--- src/logic/rsfm_pkg.sv ---
// rsfm_pkg: register map, field positions, reset values and window counts of the
// resolver signal fault monitor.
// assumes: used by rsfm_monitor and rsfm_window_timer, referenced by package::name only.
package rsfm_pkg;

  // ---------------------------------------------------------------------------
  // register offsets
  // ---------------------------------------------------------------------------
  localparam logic [7:0] OFS_LOSS_THR    = 8'h88;
  localparam logic [7:0] OFS_OVR_THR     = 8'h89;
  localparam logic [7:0] OFS_MISM_THR    = 8'h8a;
  localparam logic [7:0] OFS_MAX_INIT    = 8'h8b;
  localparam logic [7:0] OFS_MIN_INIT    = 8'h8c;
  localparam logic [7:0] OFS_CONTROL     = 8'h90;
  localparam logic [7:0] OFS_FAULT_FLAGS = 8'hff;

  // ---------------------------------------------------------------------------
  // field positions
  // ---------------------------------------------------------------------------
  localparam int BIT_PARITY    = 0;
  localparam int BIT_MISMATCH  = 1;
  localparam int BIT_OVERRANGE = 2;
  localparam int BIT_LOW_AMP   = 3;
  localparam int BIT_DISCONN   = 4;
  localparam int BIT_TRACKLOSS = 5;
  localparam int BIT_CLIPPING  = 7;
  localparam int BIT_CFG_MODE  = 0;
  localparam int BIT_BAND_LO   = 1;

  // ---------------------------------------------------------------------------
  // reset values
  // ---------------------------------------------------------------------------
  localparam logic [7:0] RST_LOSS_THR = 8'h10;
  localparam logic [7:0] RST_OVR_THR  = 8'hf0;
  localparam logic [7:0] RST_MISM_THR = 8'h20;
  localparam logic [7:0] RST_MAX_INIT = 8'h00;
  localparam logic [7:0] RST_MIN_INIT = 8'hff;
  localparam logic [7:0] RST_CONTROL  = 8'h00;

  // ---------------------------------------------------------------------------
  // window counter periods in internal clock cycles
  // ---------------------------------------------------------------------------
  localparam logic [10:0] WIN_LOW_BAND  = 11'd1065; // 2 to under 4 kHz
  localparam logic [10:0] WIN_MID_BAND  = 11'd554;  // 4 to under 8 kHz
  localparam logic [10:0] WIN_HIGH_BAND = 11'd256;  // 8 to 20 kHz
  localparam int          CLK_DIVIDE    = 2;

  typedef enum logic [1:0] {
    BAND_LOW  = 2'b00,
    BAND_MID  = 2'b01,
    BAND_HIGH = 2'b10
  } rsfm_band_type;

endpackage : rsfm_pkg

--- src/logic/rsfm_window_timer.sv ---
// rsfm_window_timer: divides the input clock by two and counts window periods.
// assumes: clk is the input clock; band is stable or changes only between windows.
module rsfm_window_timer (
  input  wire logic                  clk,
  input  wire logic                  resetn,
  input  wire rsfm_pkg::rsfm_band_type band,
  output logic                       tickEn,
  output logic                       windowEnd
);

  logic        divPhase_r;
  logic [10:0] winCount_r;
  logic [10:0] winLen;

  // ---------------------------------------------------------------------------
  // internal clock enable
  // ---------------------------------------------------------------------------
  // one enable every second input clock edge rather than a derived clock
  always_ff @(posedge clk or negedge resetn) begin
    if (!resetn) begin
      divPhase_r <= 1'b0;
    end else begin
      divPhase_r <= ~divPhase_r;
    end
  end
  assign tickEn = divPhase_r;

  // ---------------------------------------------------------------------------
  // window counter
  // ---------------------------------------------------------------------------
  always_comb begin
    case (band)
      rsfm_pkg::BAND_LOW: winLen = rsfm_pkg::WIN_LOW_BAND;
      rsfm_pkg::BAND_MID: winLen = rsfm_pkg::WIN_MID_BAND;
      default:            winLen = rsfm_pkg::WIN_HIGH_BAND;
    endcase
  end

  // every window spans at least half of the slowest excitation period in its band
  always_ff @(posedge clk or negedge resetn) begin
    if (!resetn) begin
      winCount_r <= 11'h000;
    end else if (tickEn) begin
      if (winCount_r >= winLen - 11'd1) begin
        winCount_r <= 11'h000;
      end else begin
        winCount_r <= winCount_r + 11'd1;
      end
    end
  end
  assign windowEnd = tickEn && (winCount_r >= winLen - 11'd1);

endmodule : rsfm_window_timer

--- src/logic/rsfm_monitor.sv ---
// rsfm_monitor: fault monitor of a resolver-to-digital converter, with its register port.
// assumes: demodulated sine, cosine and tracked-angle trig terms come from same-clock logic;
// pin status flags (disconnect, clipping) are asynchronous and are synchronised here.
//
// The address-and-strobe port was decided locally.

// ---------------------------------------------------------------------------
// Operation
// angle output moves one step per step
// low sine or cosine amplitude flags loss
// disconnected input pin flags signal loss
// clipping and parity error also flag loss
// loss drives both fault pins low, latched
// pins clear on configuration-mode fault read
// loss outranks degradation and tracking loss
// high sine or cosine amplitude flags degradation
// max minus min above mismatch flags degradation
// min/max trackers seeded from start registers
// degradation drives degradation pin low, latched
// degradation outranks tracking loss on pins
// internal clock is input clock halved
// monitor and min/max update on internal tick
// thresholds compared once per window end
// window is 1065, 554 or 256 cycles
// two windows span one excitation period
// amplitude fault reported within two windows
// persistent fault reappears within one window
// mismatch may need one full rotation
// tracking loss drives tracking pin only, unlatched
// clipping sets fault flag bit seven
// parity error sets fault flag bit zero
// after reset pins high, trackers restart
module rsfm_monitor #(
  parameter int AMP_W   = 8,
  parameter int ANGLE_W = 16
) (
  input  wire logic                    clk,
  input  wire logic                    resetn,
  input  wire logic [7:0]              regAddr,
  input  wire logic [7:0]              regWdata,
  input  wire logic                    regWrite,
  input  wire logic                    regRead,
  output logic      [7:0]              regRdata,
  input  wire logic signed [AMP_W-1:0] sineAmp,
  input  wire logic signed [AMP_W-1:0] cosineAmp,
  input  wire logic signed [AMP_W-1:0] sinPhi,
  input  wire logic signed [AMP_W-1:0] cosPhi,
  input  wire logic                    angleStepUp,
  input  wire logic                    angleStepDown,
  input  wire logic                    pinDisconnect,
  input  wire logic                    pinClipping,
  input  wire logic                    trackingLoss,
  output logic      [ANGLE_W-1:0]      angleOut,
  output logic                         degradationFaultN,
  output logic                         trackingFaultN
);

  // ---------------------------------------------------------------------------
  // declarations
  // ---------------------------------------------------------------------------
  logic [7:0]  lossThr_r;
  logic [7:0]  ovrThr_r;
  logic [7:0]  mismThr_r;
  logic [7:0]  maxInit_r;
  logic [7:0]  minInit_r;
  logic [7:0]  control_r;
  logic [7:0]  faultFlags_r;
  logic [7:0]  monMin_r;
  logic [7:0]  monMax_r;
  logic [7:0]  sinPeak_r;
  logic [7:0]  cosPeak_r;
  logic [7:0]  monitorMag_r;
  logic        lossLatch_r;
  logic        degrLatch_r;
  logic        trackLoss_r;
  logic [1:0]  discSync_r;
  logic [1:0]  clipSync_r;
  logic [1:0]  trackSync_r;
  logic        tickEn;
  logic        windowEnd;
  logic        faultRead;
  logic        reseed;
  logic        parityErr;
  logic        lowAmp;
  logic        overAmp;
  logic        mismatch;
  logic        lossNow;
  logic        degrNow;
  logic [7:0]  faultSet;
  logic [7:0]  magNow;
  logic [7:0]  sinMag;
  logic [7:0]  cosMag;
  logic [7:0]  rdMux;
  logic signed [2*AMP_W:0] monProd;
  rsfm_pkg::rsfm_band_type band;

  // magnitude of a signed amplitude, truncated to its top 8 bits
  function automatic logic [7:0] mag8(input logic signed [AMP_W-1:0] v);
    logic [AMP_W-1:0] a;
    a = v[AMP_W-1] ? AMP_W'(-v) : AMP_W'(v);
    mag8 = a[AMP_W-1:AMP_W-8];
  endfunction : mag8

  // even parity over all eight bits; an odd count of ones is an error
  function automatic logic parityBad(input logic [7:0] r);
    parityBad = ^r;
  endfunction : parityBad

  // ---------------------------------------------------------------------------
  // window timer and band select
  // ---------------------------------------------------------------------------
  assign band = control_r[rsfm_pkg::BIT_BAND_LO+1] ? rsfm_pkg::BAND_HIGH :
                control_r[rsfm_pkg::BIT_BAND_LO]   ? rsfm_pkg::BAND_MID  :
                                                     rsfm_pkg::BAND_LOW;

  rsfm_window_timer u_timer (
    .clk       (clk),
    .resetn    (resetn),
    .band      (band),
    .tickEn    (tickEn),
    .windowEnd (windowEnd)
  );

  // ---------------------------------------------------------------------------
  // pin status synchronisers
  // ---------------------------------------------------------------------------
  always_ff @(posedge clk or negedge resetn) begin
    if (!resetn) begin
      discSync_r  <= 2'b00;
      clipSync_r  <= 2'b00;
      trackSync_r <= 2'b00;
    end else begin
      discSync_r  <= {discSync_r[0], pinDisconnect};
      clipSync_r  <= {clipSync_r[0], pinClipping};
      trackSync_r <= {trackSync_r[0], trackingLoss};
    end
  end

  // ---------------------------------------------------------------------------
  // register writes
  // ---------------------------------------------------------------------------
  // configuration registers are written in any mode; only the fault read needs config mode
  always_ff @(posedge clk or negedge resetn) begin
    if (!resetn) begin
      lossThr_r <= rsfm_pkg::RST_LOSS_THR;
      ovrThr_r  <= rsfm_pkg::RST_OVR_THR;
      mismThr_r <= rsfm_pkg::RST_MISM_THR;
      maxInit_r <= rsfm_pkg::RST_MAX_INIT;
      minInit_r <= rsfm_pkg::RST_MIN_INIT;
      control_r <= rsfm_pkg::RST_CONTROL;
    end else if (regWrite) begin
      case (regAddr)
        rsfm_pkg::OFS_LOSS_THR: lossThr_r <= regWdata;
        rsfm_pkg::OFS_OVR_THR:  ovrThr_r  <= regWdata;
        rsfm_pkg::OFS_MISM_THR: mismThr_r <= regWdata;
        rsfm_pkg::OFS_MAX_INIT: maxInit_r <= regWdata;
        rsfm_pkg::OFS_MIN_INIT: minInit_r <= regWdata;
        rsfm_pkg::OFS_CONTROL:  control_r <= regWdata;
        default:                ;
      endcase
    end
  end

  // ---------------------------------------------------------------------------
  // register reads
  // ---------------------------------------------------------------------------
  always_comb begin
    case (regAddr)
      rsfm_pkg::OFS_LOSS_THR:    rdMux = lossThr_r;
      rsfm_pkg::OFS_OVR_THR:     rdMux = ovrThr_r;
      rsfm_pkg::OFS_MISM_THR:    rdMux = mismThr_r;
      rsfm_pkg::OFS_MAX_INIT:    rdMux = maxInit_r;
      rsfm_pkg::OFS_MIN_INIT:    rdMux = minInit_r;
      rsfm_pkg::OFS_CONTROL:     rdMux = control_r;
      rsfm_pkg::OFS_FAULT_FLAGS: rdMux = faultFlags_r;
      default:                   rdMux = 8'h00;
    endcase
  end

  always_ff @(posedge clk or negedge resetn) begin
    if (!resetn) begin
      regRdata <= 8'h00;
    end else begin
      regRdata <= regRead ? rdMux : 8'h00;
    end
  end

  assign faultRead = regRead && (regAddr == rsfm_pkg::OFS_FAULT_FLAGS)
                     && control_r[rsfm_pkg::BIT_CFG_MODE];

  // ---------------------------------------------------------------------------
  // monitor signal and min/max trackers
  // ---------------------------------------------------------------------------
  // monitor = sin(theta)*sin(phi) + cos(theta)*cos(phi), scaled back to amplitude width
  assign monProd = (2*AMP_W+1)'(sineAmp * sinPhi) + (2*AMP_W+1)'(cosineAmp * cosPhi);
  assign magNow  = mag8(AMP_W'(monProd >>> (AMP_W-1)));
  assign sinMag  = mag8(sineAmp);
  assign cosMag  = mag8(cosineAmp);

  // trackers restart from the user start values after each compare only; reseeding on a
  // clear would let a window end just after it judge empty peaks as a lost signal
  assign reseed = windowEnd;

  always_ff @(posedge clk or negedge resetn) begin
    if (!resetn) begin
      monitorMag_r <= 8'h00;
      monMin_r     <= rsfm_pkg::RST_MIN_INIT;
      monMax_r     <= rsfm_pkg::RST_MAX_INIT;
      sinPeak_r    <= 8'h00;
      cosPeak_r    <= 8'h00;
    end else if (reseed) begin
      monitorMag_r <= magNow;
      monMin_r     <= minInit_r;
      monMax_r     <= maxInit_r;
      sinPeak_r    <= 8'h00;
      cosPeak_r    <= 8'h00;
    end else if (tickEn) begin
      monitorMag_r <= magNow;
      if (magNow < monMin_r) begin
        monMin_r <= magNow;
      end
      if (magNow > monMax_r) begin
        monMax_r <= magNow;
      end
      if (sinMag > sinPeak_r) begin
        sinPeak_r <= sinMag;
      end
      if (cosMag > cosPeak_r) begin
        cosPeak_r <= cosMag;
      end
    end
  end

  // ---------------------------------------------------------------------------
  // window-end compares
  // ---------------------------------------------------------------------------
  // peaks over a window that holds an excitation crest, so a fault shows in two windows
  assign lowAmp    = (sinPeak_r < lossThr_r) || (cosPeak_r < lossThr_r);
  assign overAmp   = (sinPeak_r > ovrThr_r) || (cosPeak_r > ovrThr_r);
  // mismatch swings at twice shaft rate, so a slow shaft needs up to a turn
  assign mismatch  = (monMax_r > monMin_r) && ((monMax_r - monMin_r) > mismThr_r);
  assign parityErr = parityBad(lossThr_r) || parityBad(ovrThr_r) || parityBad(mismThr_r)
                     || parityBad(maxInit_r) || parityBad(minInit_r);
  assign lossNow   = (windowEnd && lowAmp) || discSync_r[1] || clipSync_r[1]
                     || parityErr;
  assign degrNow   = windowEnd && (overAmp || mismatch);

  always_comb begin
    faultSet = 8'h00;
    faultSet[rsfm_pkg::BIT_PARITY]    = parityErr;
    faultSet[rsfm_pkg::BIT_MISMATCH]  = windowEnd && mismatch;
    faultSet[rsfm_pkg::BIT_OVERRANGE] = windowEnd && overAmp;
    faultSet[rsfm_pkg::BIT_LOW_AMP]   = windowEnd && lowAmp;
    faultSet[rsfm_pkg::BIT_DISCONN]   = discSync_r[1];
    faultSet[rsfm_pkg::BIT_TRACKLOSS] = trackSync_r[1];
    faultSet[rsfm_pkg::BIT_CLIPPING]  = clipSync_r[1];
  end

  // ---------------------------------------------------------------------------
  // latched fault state
  // ---------------------------------------------------------------------------
  // a fault seen in the clearing cycle survives: set wins over clear
  always_ff @(posedge clk or negedge resetn) begin
    if (!resetn) begin
      faultFlags_r <= 8'h00;
      lossLatch_r  <= 1'b0;
      degrLatch_r  <= 1'b0;
      trackLoss_r  <= 1'b0;
    end else begin
      faultFlags_r <= (faultRead ? 8'h00 : faultFlags_r) | faultSet;
      lossLatch_r  <= (lossLatch_r && !faultRead) || lossNow;
      degrLatch_r  <= (degrLatch_r && !faultRead) || degrNow;
      trackLoss_r  <= trackSync_r[1];
    end
  end

  // ---------------------------------------------------------------------------
  // fault pins
  // ---------------------------------------------------------------------------
  // priority: loss, then degradation, then tracking loss; one pin pair per state
  always_ff @(posedge clk or negedge resetn) begin
    if (!resetn) begin
      degradationFaultN <= 1'b1;
      trackingFaultN    <= 1'b1;
    end else if (lossLatch_r) begin
      degradationFaultN <= 1'b0;
      trackingFaultN    <= 1'b0;
    end else if (degrLatch_r) begin
      degradationFaultN <= 1'b0;
      trackingFaultN    <= 1'b1;
    end else begin
      degradationFaultN <= 1'b1;
      trackingFaultN    <= !trackLoss_r;
    end
  end

  // ---------------------------------------------------------------------------
  // angle output
  // ---------------------------------------------------------------------------
  // the tracking loop issues step pulses; one step moves the code by exactly one
  always_ff @(posedge clk or negedge resetn) begin
    if (!resetn) begin
      angleOut <= '0;
    end else if (angleStepUp && !angleStepDown) begin
      angleOut <= angleOut + ANGLE_W'(1);
    end else if (angleStepDown && !angleStepUp) begin
      angleOut <= angleOut - ANGLE_W'(1);
    end
  end

endmodule : rsfm_monitor

--- config.mk ---
export PLATFORM = sky130hd
export DESIGN_NAME = rsfm_monitor
export DESIGN_NICKNAME = d
export VERILOG_FILES = /design/src/logic/rsfm_pkg.sv /design/src/logic/rsfm_window_timer.sv /design/src/logic/rsfm_monitor.sv
export SDC_FILE = /design/constraint.sdc
export NUM_CORES = 1
export LEC_CHECK = 0
export BUFFER_PORTS_ARGS = -buffer_cell sky130_fd_sc_hd__buf_4
export CAP_MARGIN = 20
export CORE_ASPECT_RATIO = 0.9
export CORE_MARGIN = 8
export CORE_UTILIZATION = 26
export CTS_BUF_LIST = sky130_fd_sc_hd__clkbuf_8 sky130_fd_sc_hd__clkbuf_16
export DETAILED_ROUTE_END_ITERATION = 16
export SYNTH_ARGS = -nofsm -noshare
export SYNTH_HDL_FRONTEND = slang
export SYNTH_SLANG_ARGS = --single-unit
--- constraint.sdc ---
create_clock -name clk -period 3.6 [get_ports clk]
set_input_delay 0.72 -clock clk [delete_from_list [all_inputs] [get_ports clk]]
set_output_delay 0.72 -clock clk [all_outputs]
set_load 0.1 [all_outputs]
==> impl_results.md, run 1 <==
* Initial Util at a little over a quarter
* Post-route clock skew at around 13 ps
* Share of cells above drive strength 1 at 24.82%
* Vias at between 10000 and 15000
* Most frequent cells after synthesis: inv_1, ha_1, nand2_1, fa_1, dfrtp_1
* Max_slew headroom at between 40% and 50%
* Asr flop ratio synth at between 90% and 100%
* Min Clock Period, post-route at roughly 7400 ps
* Achievable frequency at approximately 0.13 GHz
* Final Hold Violating Endpoints at 0
* WL final at 36250 um
* Layout area overhead at 24.80%
* Outcome: finished, violations left
* Antenna diode count at 0
* Total CTS buffers at 17
* CTS clk-pin slew, worst paths at roughly 60 ps
* Wire length of the first global-routing pass at roughly 60000 um
* Routed WL per cell at ~15 um
* Post-synth EDFFs at 0
* Port bufs at 82
* DR DRC count at 0
* Cell mode on critical path: fa_1
* Worst setup EP type: register
* Hold Crit Class: in2async
* Synth area leaders: dfrtp_1, fa_1, ha_1
* Endpoints failing setup at 16
* RSZ-0062 raised after global routing: yes
* Worst-case clock buffer depth at 2
* Synth Net Count at between 1500 and 2000
* # IOs at 83
* Antenna violations before repair at 0
* Die height at ~240 um
* DIE WIDTH at 260.2 um
* Flop2flop setup slack at about 210 ps
* H-tree depth at 4
* Yosys reg bits at around 130
* Design area at 0.01741 sq mm
* Vias/cell at 4.516
* Crit-path max cell delay at 540 ps
* Kind of critical path: in2reg
* Synth area leader: dfrtp_1
* Hpwl dp at between 30000 and 40000 um
* Synth top area share at a little under 20%
* Core ar. at 0.05305 sq mm
* Final nets at 2013
* Distinct cell type count after synthesis at between 60 and 70
* Final WS setup at -3829 ps
* Gpl congestion at around 0.86
* Crit path DAT at 7730 ps
* Placed cell areas at ~0.016 sq mm
* Pins Over Slew Limit at 0
* Synth Instances at 1451
* DIE AREA at ~0.06 sq mm
* Setup_tns at -59870 ps
* Slowest CP cell: fa_1
* Critical Path Source Type: input pin
* Core Rows at 80
* CTS Hold Bufs at 0
* Post-route ant nets at 0
* Failing checks: setup timing
* Most common cell in the netlist: inv_1
* Iter 0 DRT Violations at 640
* Clock Latency Late Sink at 420 ps
* CTS tree: yes
* Vias in the first global route at between 10000 and 15000
* Grt ovf at 0
* Synth Flop Type: dfrtp_1
* DRT Pass-1 Iters at 7
* Gr usage total at 11.91%
* Seq/Total Area, Yosys at approximately 24%
* Pre-CTS setup slack at -4329 ps
* Max Cap Viol at 0
* CP Max Fanout at 5
* Largest net degree at the start of global routing at 56
* Syn Area/Cell at approximately 9.6 sq um
* Slew @ Worst Pin at about 860 ps
* Post-Syn Area at about 0.014 sq mm
* Final Cycle Share at 206.4%
* Root Buffer: clkbuf_16
* Yosys warns at 0
* Sink Count at roughly 130
* Data required time at the worst endpoint at ~3900 ps
[cell usage in the layout, fill, tap and decap left out, types with 5 or more instances in the layout]
cell type	count
mux2i_1	20
nand2b_1	18
buf_6	9
xor2_1	20
nor2_1	42
nand4_1	20
inv_6	5
fa_1	119
ha_1	151
o21ai_0	55
a211oi_1	5
a21o_1	36
dfrtp_1	110
a21oi_1	39
o21bai_1	5
a31oi_1	9
nor2b_1	9
nand2_2	7
and2_1	56
o31ai_1	6
a32o_1	6
a222oi_1	7
buf_4	227
fa_2	7
nand3_1	14
dfstp_2	24
or3_1	9
nor3_1	11
and2_4	12
nand2_1	125
a21oi_2	5
a22o_1	9
clkbuf_16	17
o21ai_1	23
inv_2	11
xnor2_1	85
inv_1	228
mux2_2	37
o21a_1	12
[cell families (layout without fill, tap and decap cells)]
kind of cell / Yosys count / count (layout) / synth area share [%]
AO/OA/AOI/OAI: 241 / 242 / 11.44
XOR/XNOR: 108 / 108 / 6.943
adder cells (fa/ha/maj): 281 / 281 / 31.99
buffers and inverters: 277 / 513 / 7.705
flip-flops: 134 / 134 / 24.26
multiplexers: 60 / 60 / 4.907
AND/OR/NAND/NOR: 350 / 350 / 12.76
[routing by layer]
metal | vias to the layer above | global-route usage, % | routed length [um]
met5 | - | 0 | 0
met4 | 0 | 2.156 | 353
met3 | 24 | 1.982 | 1623
met2 | 219 | 19.46 | 16840
met1 | 5298 | 16.52 | 17440
li1 | 5229 | - | -
[flip-flops by register name, summed over array words and instances (netlist names)]
name                count
cosPeak_r               8
trackLoss_r             1
regRdata                8
monMax_r                8
u_timer.tickEn          1
u_timer.winCount_r     11
monMin_r                8
minInit_r               8
lossThr_r               8
degrLatch_r             1
mismThr_r               8
lossLatch_r             1
faultFlags_r            7
degradationFaultN       1
sinPeak_r               8
trackingFaultN          1
angleOut               16
trackSync_r             2
maxInit_r               8
discSync_r              2
ovrThr_r                8
clipSync_r              2
control_r               8
[path summary, 6_finish.rpt]
check / from / endpoint / cells past startpoint
worst min-delay path: resetn / control_r[4] / 1
worst min register to register: trackSync_r[0] / trackSync_r[1] / 0
worst max register to register: control_r[2] / monMax_r[6] / 13
min in group clk: trackSync_r[0] / trackSync_r[1] / 0
max in group asynchronous: resetn / minInit_r[5] / 2
worst max-delay path: cosPhi[0] / monMax_r[6] / 31
[what timing repair did]
item                                    in CTS  in global routing
cloned                                       2                  0
setup buffers                                8                  4
gates resized for setup                     38                 18
pin swaps                                   27                 12
endpoints found under the setup margin      16                 16
[area by class of cell]
type / instances / area (sq um)
fill: 5439 / 35640
multi-input combinational: 1041 / 9724
sequential: 134 / 3383
timing repair buffer: 241 / 1891
inverter: 240 / 903.4
tap: 697 / 872.1
clock buffer: 19 / 452.9
clock inverter: 13 / 181.4
[critical path: cells and delay by family]
kind | cells | cell delay (ps)
buf+inv | 5 | 420
fa+ha+maj | 8 | 3490
xor+xnor | 2 | 430
compound gates | 13 | 2230
simple gates | 3 | 430
[metrics by stage]
step,std cells,hold slack [ps],utilization (%)
4_1_cts,2382,266.8,32.67
2_1_floorplan,1451,331.2,-
3_3_place_gp,2340,338.9,31.08
6_report,2385,261.5,32.81
3_5_place_dp,2340,341.2,31.08
5_1_grt,2385,289.4,32.81
Power of run 1 is left out: the tool's default activity adds up to more than one toggle a clock period on the data nets, which glitch-free logic cannot reach.
==> run 2: changes to the inputs <==
- CELL_PAD_IN_SITES_DETAIL_PLACEMENT: unset -> 1
- CELL_PAD_IN_SITES_GLOBAL_PLACEMENT: unset -> 1
- CORE_ASPECT_RATIO: 0.9 -> unset
- PLACE_DENSITY_LB_ADDON: unset -> 0.1
==> run 2 against run 1 <==
Compared with the run above:
- the flow still finishes with violations (setup timing)
- global-route usage is 2.3 points higher
- critical path depth is 3 higher
- largest cell class unchanged
- die area hardly changed
- cell area is 0.57% higher
==> impl_results.md, run 2 (same netlist as run 1, synthesis figures left out) <==
* # fillers at 6137 (was 5439)
* Cells on worst reg2reg path at 13 (unchanged)
* Largest net degree at the start of global routing at 62 (was 56)
* Layout area overhead at 25.51% (was 24.80%)
* Worst-case clock buffer depth at 2 (unchanged)
* Endpoints failing setup at 16 (unchanged)
* Gr usage total at 14.18% (was 11.91%)
* Final Cycle Share at 203.7% (was 206.4%)
* Final nets at 2010 (was 2013)
* Grt ovf at 0 (unchanged)
* Failing checks: setup timing (unchanged)
* Register area at 0.003383 sq mm (unchanged)
* Pre-CTS setup slack at -4386 ps (was -4329 ps)
* Pins Over Slew Limit at 0 (unchanged)
* # IOs at 83 (unchanged)
* Multi-input logic area at 0.009818 sq mm (was 0.009724 sq mm)
* Worst setup EP type: register (unchanged)
* Gpl congestion at 0.7835 (was 0.8558)
* Crit-path max cell delay at 540 ps (about the same)
* CP Max Fanout at 5 (unchanged)
* Post-route clock skew at 18.99 ps (was 12.69 ps)
* Routed WL per cell at 17.59 um (was 15.20 um)
* Vias in the first global route at 12154 (was 11384)
* Vias at 10763 (was 10770)
* Biggest regs: angleOut (16), u_timer.winCount_r (11) (unchanged)
* Root Buffer: clkbuf_16 (unchanged)
* Vias/cell at 4.520 (was 4.516)
* Iter 0 DRT Violations at 319 (was 640)
* Kind of critical path: in2reg (unchanged)
* Max_slew headroom at 34.08% (was 42.13%)
* Die height at 247.6 um (was 235.7 um)
* Post-route ant nets at 0 (unchanged)
* CTS clk-pin slew, worst paths at 70 ps (was 60 ps)
* Clock Latency Late Sink at 440 ps (was 420 ps)
* Slowest CP cell: fa_1 (unchanged)
* Core ar. at 0.05339 sq mm (was 0.05305 sq mm)
* Antenna violations before repair at 0 (unchanged)
* WL final at 41880 um (was 36250 um)
* Final Hold Violating Endpoints at 0 (unchanged)
* DRT Pass-1 Iters at 5 (was 7)
* Hpwl dp at 35680 um (was 30370 um)
* Min Clock Period, post-route at 7333 ps (was 7429 ps)
* Final WS setup at -3733 ps (was -3829 ps)
* Slew @ Worst Pin at 978.2 ps (was 858.6 ps)
* Most common cell after layout, fill and taps aside: inv_1 (unchanged)
* RSZ-0062 raised after global routing: yes (unchanged)
* Crit path DAT at 7650 ps (was 7730 ps)
* DIE AREA at 0.06132 sq mm (was 0.06133 sq mm)
* Sink Count at 134 (unchanged)
* Wire length of the first global-routing pass at 67790 um (was 59900 um)
* Share of cells above drive strength 1 at 26.17% (was 24.82%)
* DIE WIDTH at 247.6 um (was 260.2 um)
* CTS Hold Bufs at 0 (unchanged)
* Total CTS buffers at 17 (unchanged)
* Port bufs at 82 (unchanged)
* Most flop-heavy register: angleOut (unchanged)
* H-tree depth at 4 (unchanged)
* DR DRC count at 0 (unchanged)
* Hold Crit Class: in2async (unchanged)
* Max Cap Viol at 0 (unchanged)
* Max reg flops at 16 (unchanged)
* Most frequent cells in the layout: inv_1, buf_4, ha_1, nand2_1, fa_1 (unchanged)
* Achievable frequency at 0.1364 GHz (was 0.1346 GHz)
* Antenna diode count at 0 (unchanged)
* Critical Path Source Type: input pin (unchanged)
* Outcome: finished, violations left (unchanged)
* Initial Util at 26.13% (was 26.29%)
* CTS tree: yes (unchanged)
* Core Rows at 85 (was 80)
* Data required time at the worst endpoint at 3920 ps (was 3900 ps)
[run 2: routing by layer]
| layer | wire length (um) | GRT usage [%] |
|---|---|---|
| met5 | 0 | 0 |
| met4 | 736 | 3.797 |
| met3 | 839 | 1.614 |
| met2 | 21540 | 25.73 |
| met1 | 18760 | 17.63 |
[run 2: worst max-delay path, delay by kind of cell]
kind            cells  cell delay (ps)
fa+ha+maj           8             3500
compound gates     12             1990
buf+inv             8              630
simple gates        4              430
xor+xnor            2              380
[run 2: final timing paths]
| check | startpoint | endpoint | slack [ps] |
|---|---|---|---|
| worst max-delay path | sineAmp[4] | monMax_r[6] | -3730 |
| worst min-delay path | resetn | regRdata[4] | 270 |
| worst max register to register | control_r[2] | monMax_r[0] | 410 |
| worst min register to register | discSync_r[0] | discSync_r[1] | 350 |
| max in group asynchronous | resetn | monMin_r[5] | 2510 |
| min in group clk | discSync_r[0] | discSync_r[1] | 350 |
[run 2: what timing repair did]
action	CTS	global route
pin swaps	32	32
buffers inserted	11	4
gates cloned	0	0
resized for setup	32	57
setup endpoints to repair	16	16
[run 2: through the flow]
step           setup TNS (ps)  std cells  hold WS [ps]  cell area, sq um  util [%]
6_report               -58550       2381         271.7             17510     32.79
3_5_place_dp           -68540       2334         339.6             16480     30.86
3_3_place_gp           -67210       2334         339.2             16480     30.86
4_1_cts                -60840       2377         295.5             17280     32.36
5_1_grt                -62960       2381         308.6             17510     32.79
2_1_floorplan          -63810       1451         331.2             14120         -
[run 2: area by class of cell]
type | count | area share (%)
tap | 696 | 4.974
clock buffer | 17 | 2.430
timing repair buffer | 239 | 11.21
inverter | 240 | 5.146
clock inverter | 15 | 0.8290
sequential | 134 | 19.33
multi-input combinational | 1040 | 56.08
Power of run 2 is left out for the same reason.
==> run 3: changes to the inputs <==
- ABC_AREA: unset -> 0
- SETUP_SLACK_MARGIN: unset -> 0.2
==> run 3 against run 2 <==
Compared with the run above:
- the flow still finishes with violations (setup timing)
- maximum frequency about the same
- first-iteration DRC count unchanged
- worst hold slack improved by 2.3 ps
- count of clock-buffer cells in the layout unchanged
- flip-flop and latch count unchanged
- worst setup slack got worse by 1.0 ps
- core utilization about the same
==> impl_results.md, run 3 (same netlist as run 1, synthesis figures left out) <==
* DR DRC count at 0 (unchanged)
* RSZ-0062 raised after global routing: yes (unchanged)
* Worst-case clock buffer depth at 2 (unchanged)
* Gpl congestion at 0.7835 (unchanged)
* Achievable frequency at 0.1363 GHz (was 0.1364 GHz)
* Largest net degree at the start of global routing at 62 (unchanged)
* Vias/cell at 4.530 (was 4.520)
* Port bufs at 82 (unchanged)
* Root Buffer: clkbuf_16 (unchanged)
* CTS tree: yes (unchanged)
* Most frequent cells in the layout: inv_1, buf_4, ha_1, nand2_1, fa_1 (unchanged)
* Max Cap Viol at 0 (unchanged)
* # IOs at 83 (unchanged)
* Share of cells above drive strength 1 at 26.35% (was 26.17%)
* CTS clk-pin slew, worst paths at 70 ps (about the same)
* Final Cycle Share at 203.7% (about the same)
* Clock Latency Late Sink at 440 ps (about the same)
* Hpwl dp at 35680 um (unchanged)
* Slowest CP cell: fa_1 (unchanged)
* Kind of critical path: in2reg (unchanged)
* Worst setup EP type: register (unchanged)
* Vias at 10785 (was 10763)
* Placed instance count at 2334 (unchanged)
* Outcome: finished, violations left (unchanged)
* Post-route ant nets at 0 (unchanged)
* Most flop-heavy register: angleOut (unchanged)
* Met2 Resource Use GR at 25.73% (unchanged)
* Min Clock Period, post-route at 7334 ps (was 7333 ps)
* Die height at 247.6 um (unchanged)
* Initial Util at 26.13% (unchanged)
* Pins Over Slew Limit at 0 (unchanged)
* Gr usage total at 14.18% (unchanged)
* Final WS setup at -3734 ps (was -3733 ps)
* Routed WL per cell at 17.59 um (about the same)
* GRT met1 Usage at 17.63% (unchanged)
* Data required time at the worst endpoint at 3910 ps (was 3920 ps)
* Hold Crit Class: in2async (unchanged)
* Slew @ Worst Pin at 979.1 ps (was 978.2 ps)
* Critical Path Source Type: input pin (unchanged)
* DRT Pass-1 Iters at 5 (unchanged)
* Most common cell after layout, fill and taps aside: inv_1 (unchanged)
* H-tree depth at 4 (unchanged)
* CP Max Fanout at 5 (unchanged)
* Endpoints failing setup at 16 (unchanged)
* Core ar. at 0.05339 sq mm (unchanged)
* Final Hold Violating Endpoints at 0 (unchanged)
* Total CTS buffers at 17 (unchanged)
* Iter 0 DRT Violations at 319 (unchanged)
* Final nets at 2010 (unchanged)
* Post-Layout Cell Count at 2381 (unchanged)
* Max_slew headroom at 34.02% (was 34.08%)
* WL final at 41890 um (was 41880 um)
* Post-route clock skew at 18.94 ps (was 18.99 ps)
* Sink Count at 134 (unchanged)
* Antenna violations before repair at 0 (unchanged)
* DIE AREA at 0.06132 sq mm (unchanged)
* Most crowded layer after global routing: met2 (unchanged)
* Antenna diode count at 0 (unchanged)
* Crit path DAT at 7650 ps (about the same)
* DIE WIDTH at 247.6 um (unchanged)
* Failing checks: setup timing (unchanged)
* Crit-path max cell delay at 540 ps (about the same)
* Core Rows at 85 (unchanged)
* Grt ovf at 0 (unchanged)
* Biggest regs: angleOut (16), u_timer.winCount_r (11) (unchanged)
* Wire length of the first global-routing pass at 67790 um (unchanged)
* Max reg flops at 16 (unchanged)
* Vias in the first global route at 12154 (unchanged)
* Layout area overhead at 25.64% (was 25.51%)
* M3 GR Usage at 1.614% (unchanged)
[run 3: cell types whose count changed in the layout (fill, tap and decap cells not counted)]
| cell | previous run | this run |
|---|---|---|
| a211oi_1 | 5 | 4 |
| a211oi_2 | 3 | 4 |
| a41oi_1 | 1 | 0 |
| a41oi_2 | 0 | 1 |
| nor3_1 | 11 | 10 |
| nor3_2 | 2 | 3 |
| o21ai_0 | 55 | 54 |
| o21ai_1 | 22 | 23 |
[run 3: area by class of cell]
cell class / instances / area (sq um)
tap: 696 / 870.8
inverter: 240 / 900.9
clock inverter: 15 / 145.1
timing repair buffer: 239 / 1963
sequential: 134 / 3383
clock buffer: 17 / 425.4
multi-input combinational: 1040 / 9836
fill: 6136 / 35860
[run 3: worst paths after layout]
path	startpoint	to	slack [ps]	cells past startpoint
worst max-delay path	sineAmp[4]	monMax_r[6]	-3730	34
worst min-delay path	resetn	regRdata[4]	270	1
worst max register to register	control_r[2]	monMax_r[0]	410	13
worst min register to register	discSync_r[0]	discSync_r[1]	350	0
max in group asynchronous	resetn	monMin_r[5]	2500	2
min in group clk	discSync_r[0]	discSync_r[1]	350	0
[run 3: repair_timing]
action,CTS,global route
gates resized for setup,32,61
endpoints found under the setup margin,16,21
endpoints found under the hold margin,0,0
hold buffers,0,0
setup buffers,11,4
pin swaps,32,32
[run 3: routing by layer]
layer	up-vias	share of wire [%]
li1	5229	-
met1	5410	45
met2	107	51
met3	39	2.0
met4	0	1.8
met5	-	0
[run 3: per-stage QoR]
stage          TNS [ps]  area (sq um)  hold WS [ps]  worst slack, ps  util [%]
2_1_floorplan    -63810         14120         331.2            -4114         -
4_1_cts          -60840         17280         295.5            -3858     32.36
6_report         -58550         17520         274.0            -3734     32.82
5_1_grt          -62960         17520         308.6            -4027     32.82
3_5_place_dp     -68540         16480         339.6            -4386     30.86
3_3_place_gp     -67210         16480         339.2            -4290     30.86
[run 3: critical path: cells and delay by family]
family	cells	cell delay, ps
compound gates	12	1990
xor+xnor	2	380
fa+ha+maj	8	3500
buf+inv	8	630
simple gates	4	430
Power of run 3 is left out for the same reason.
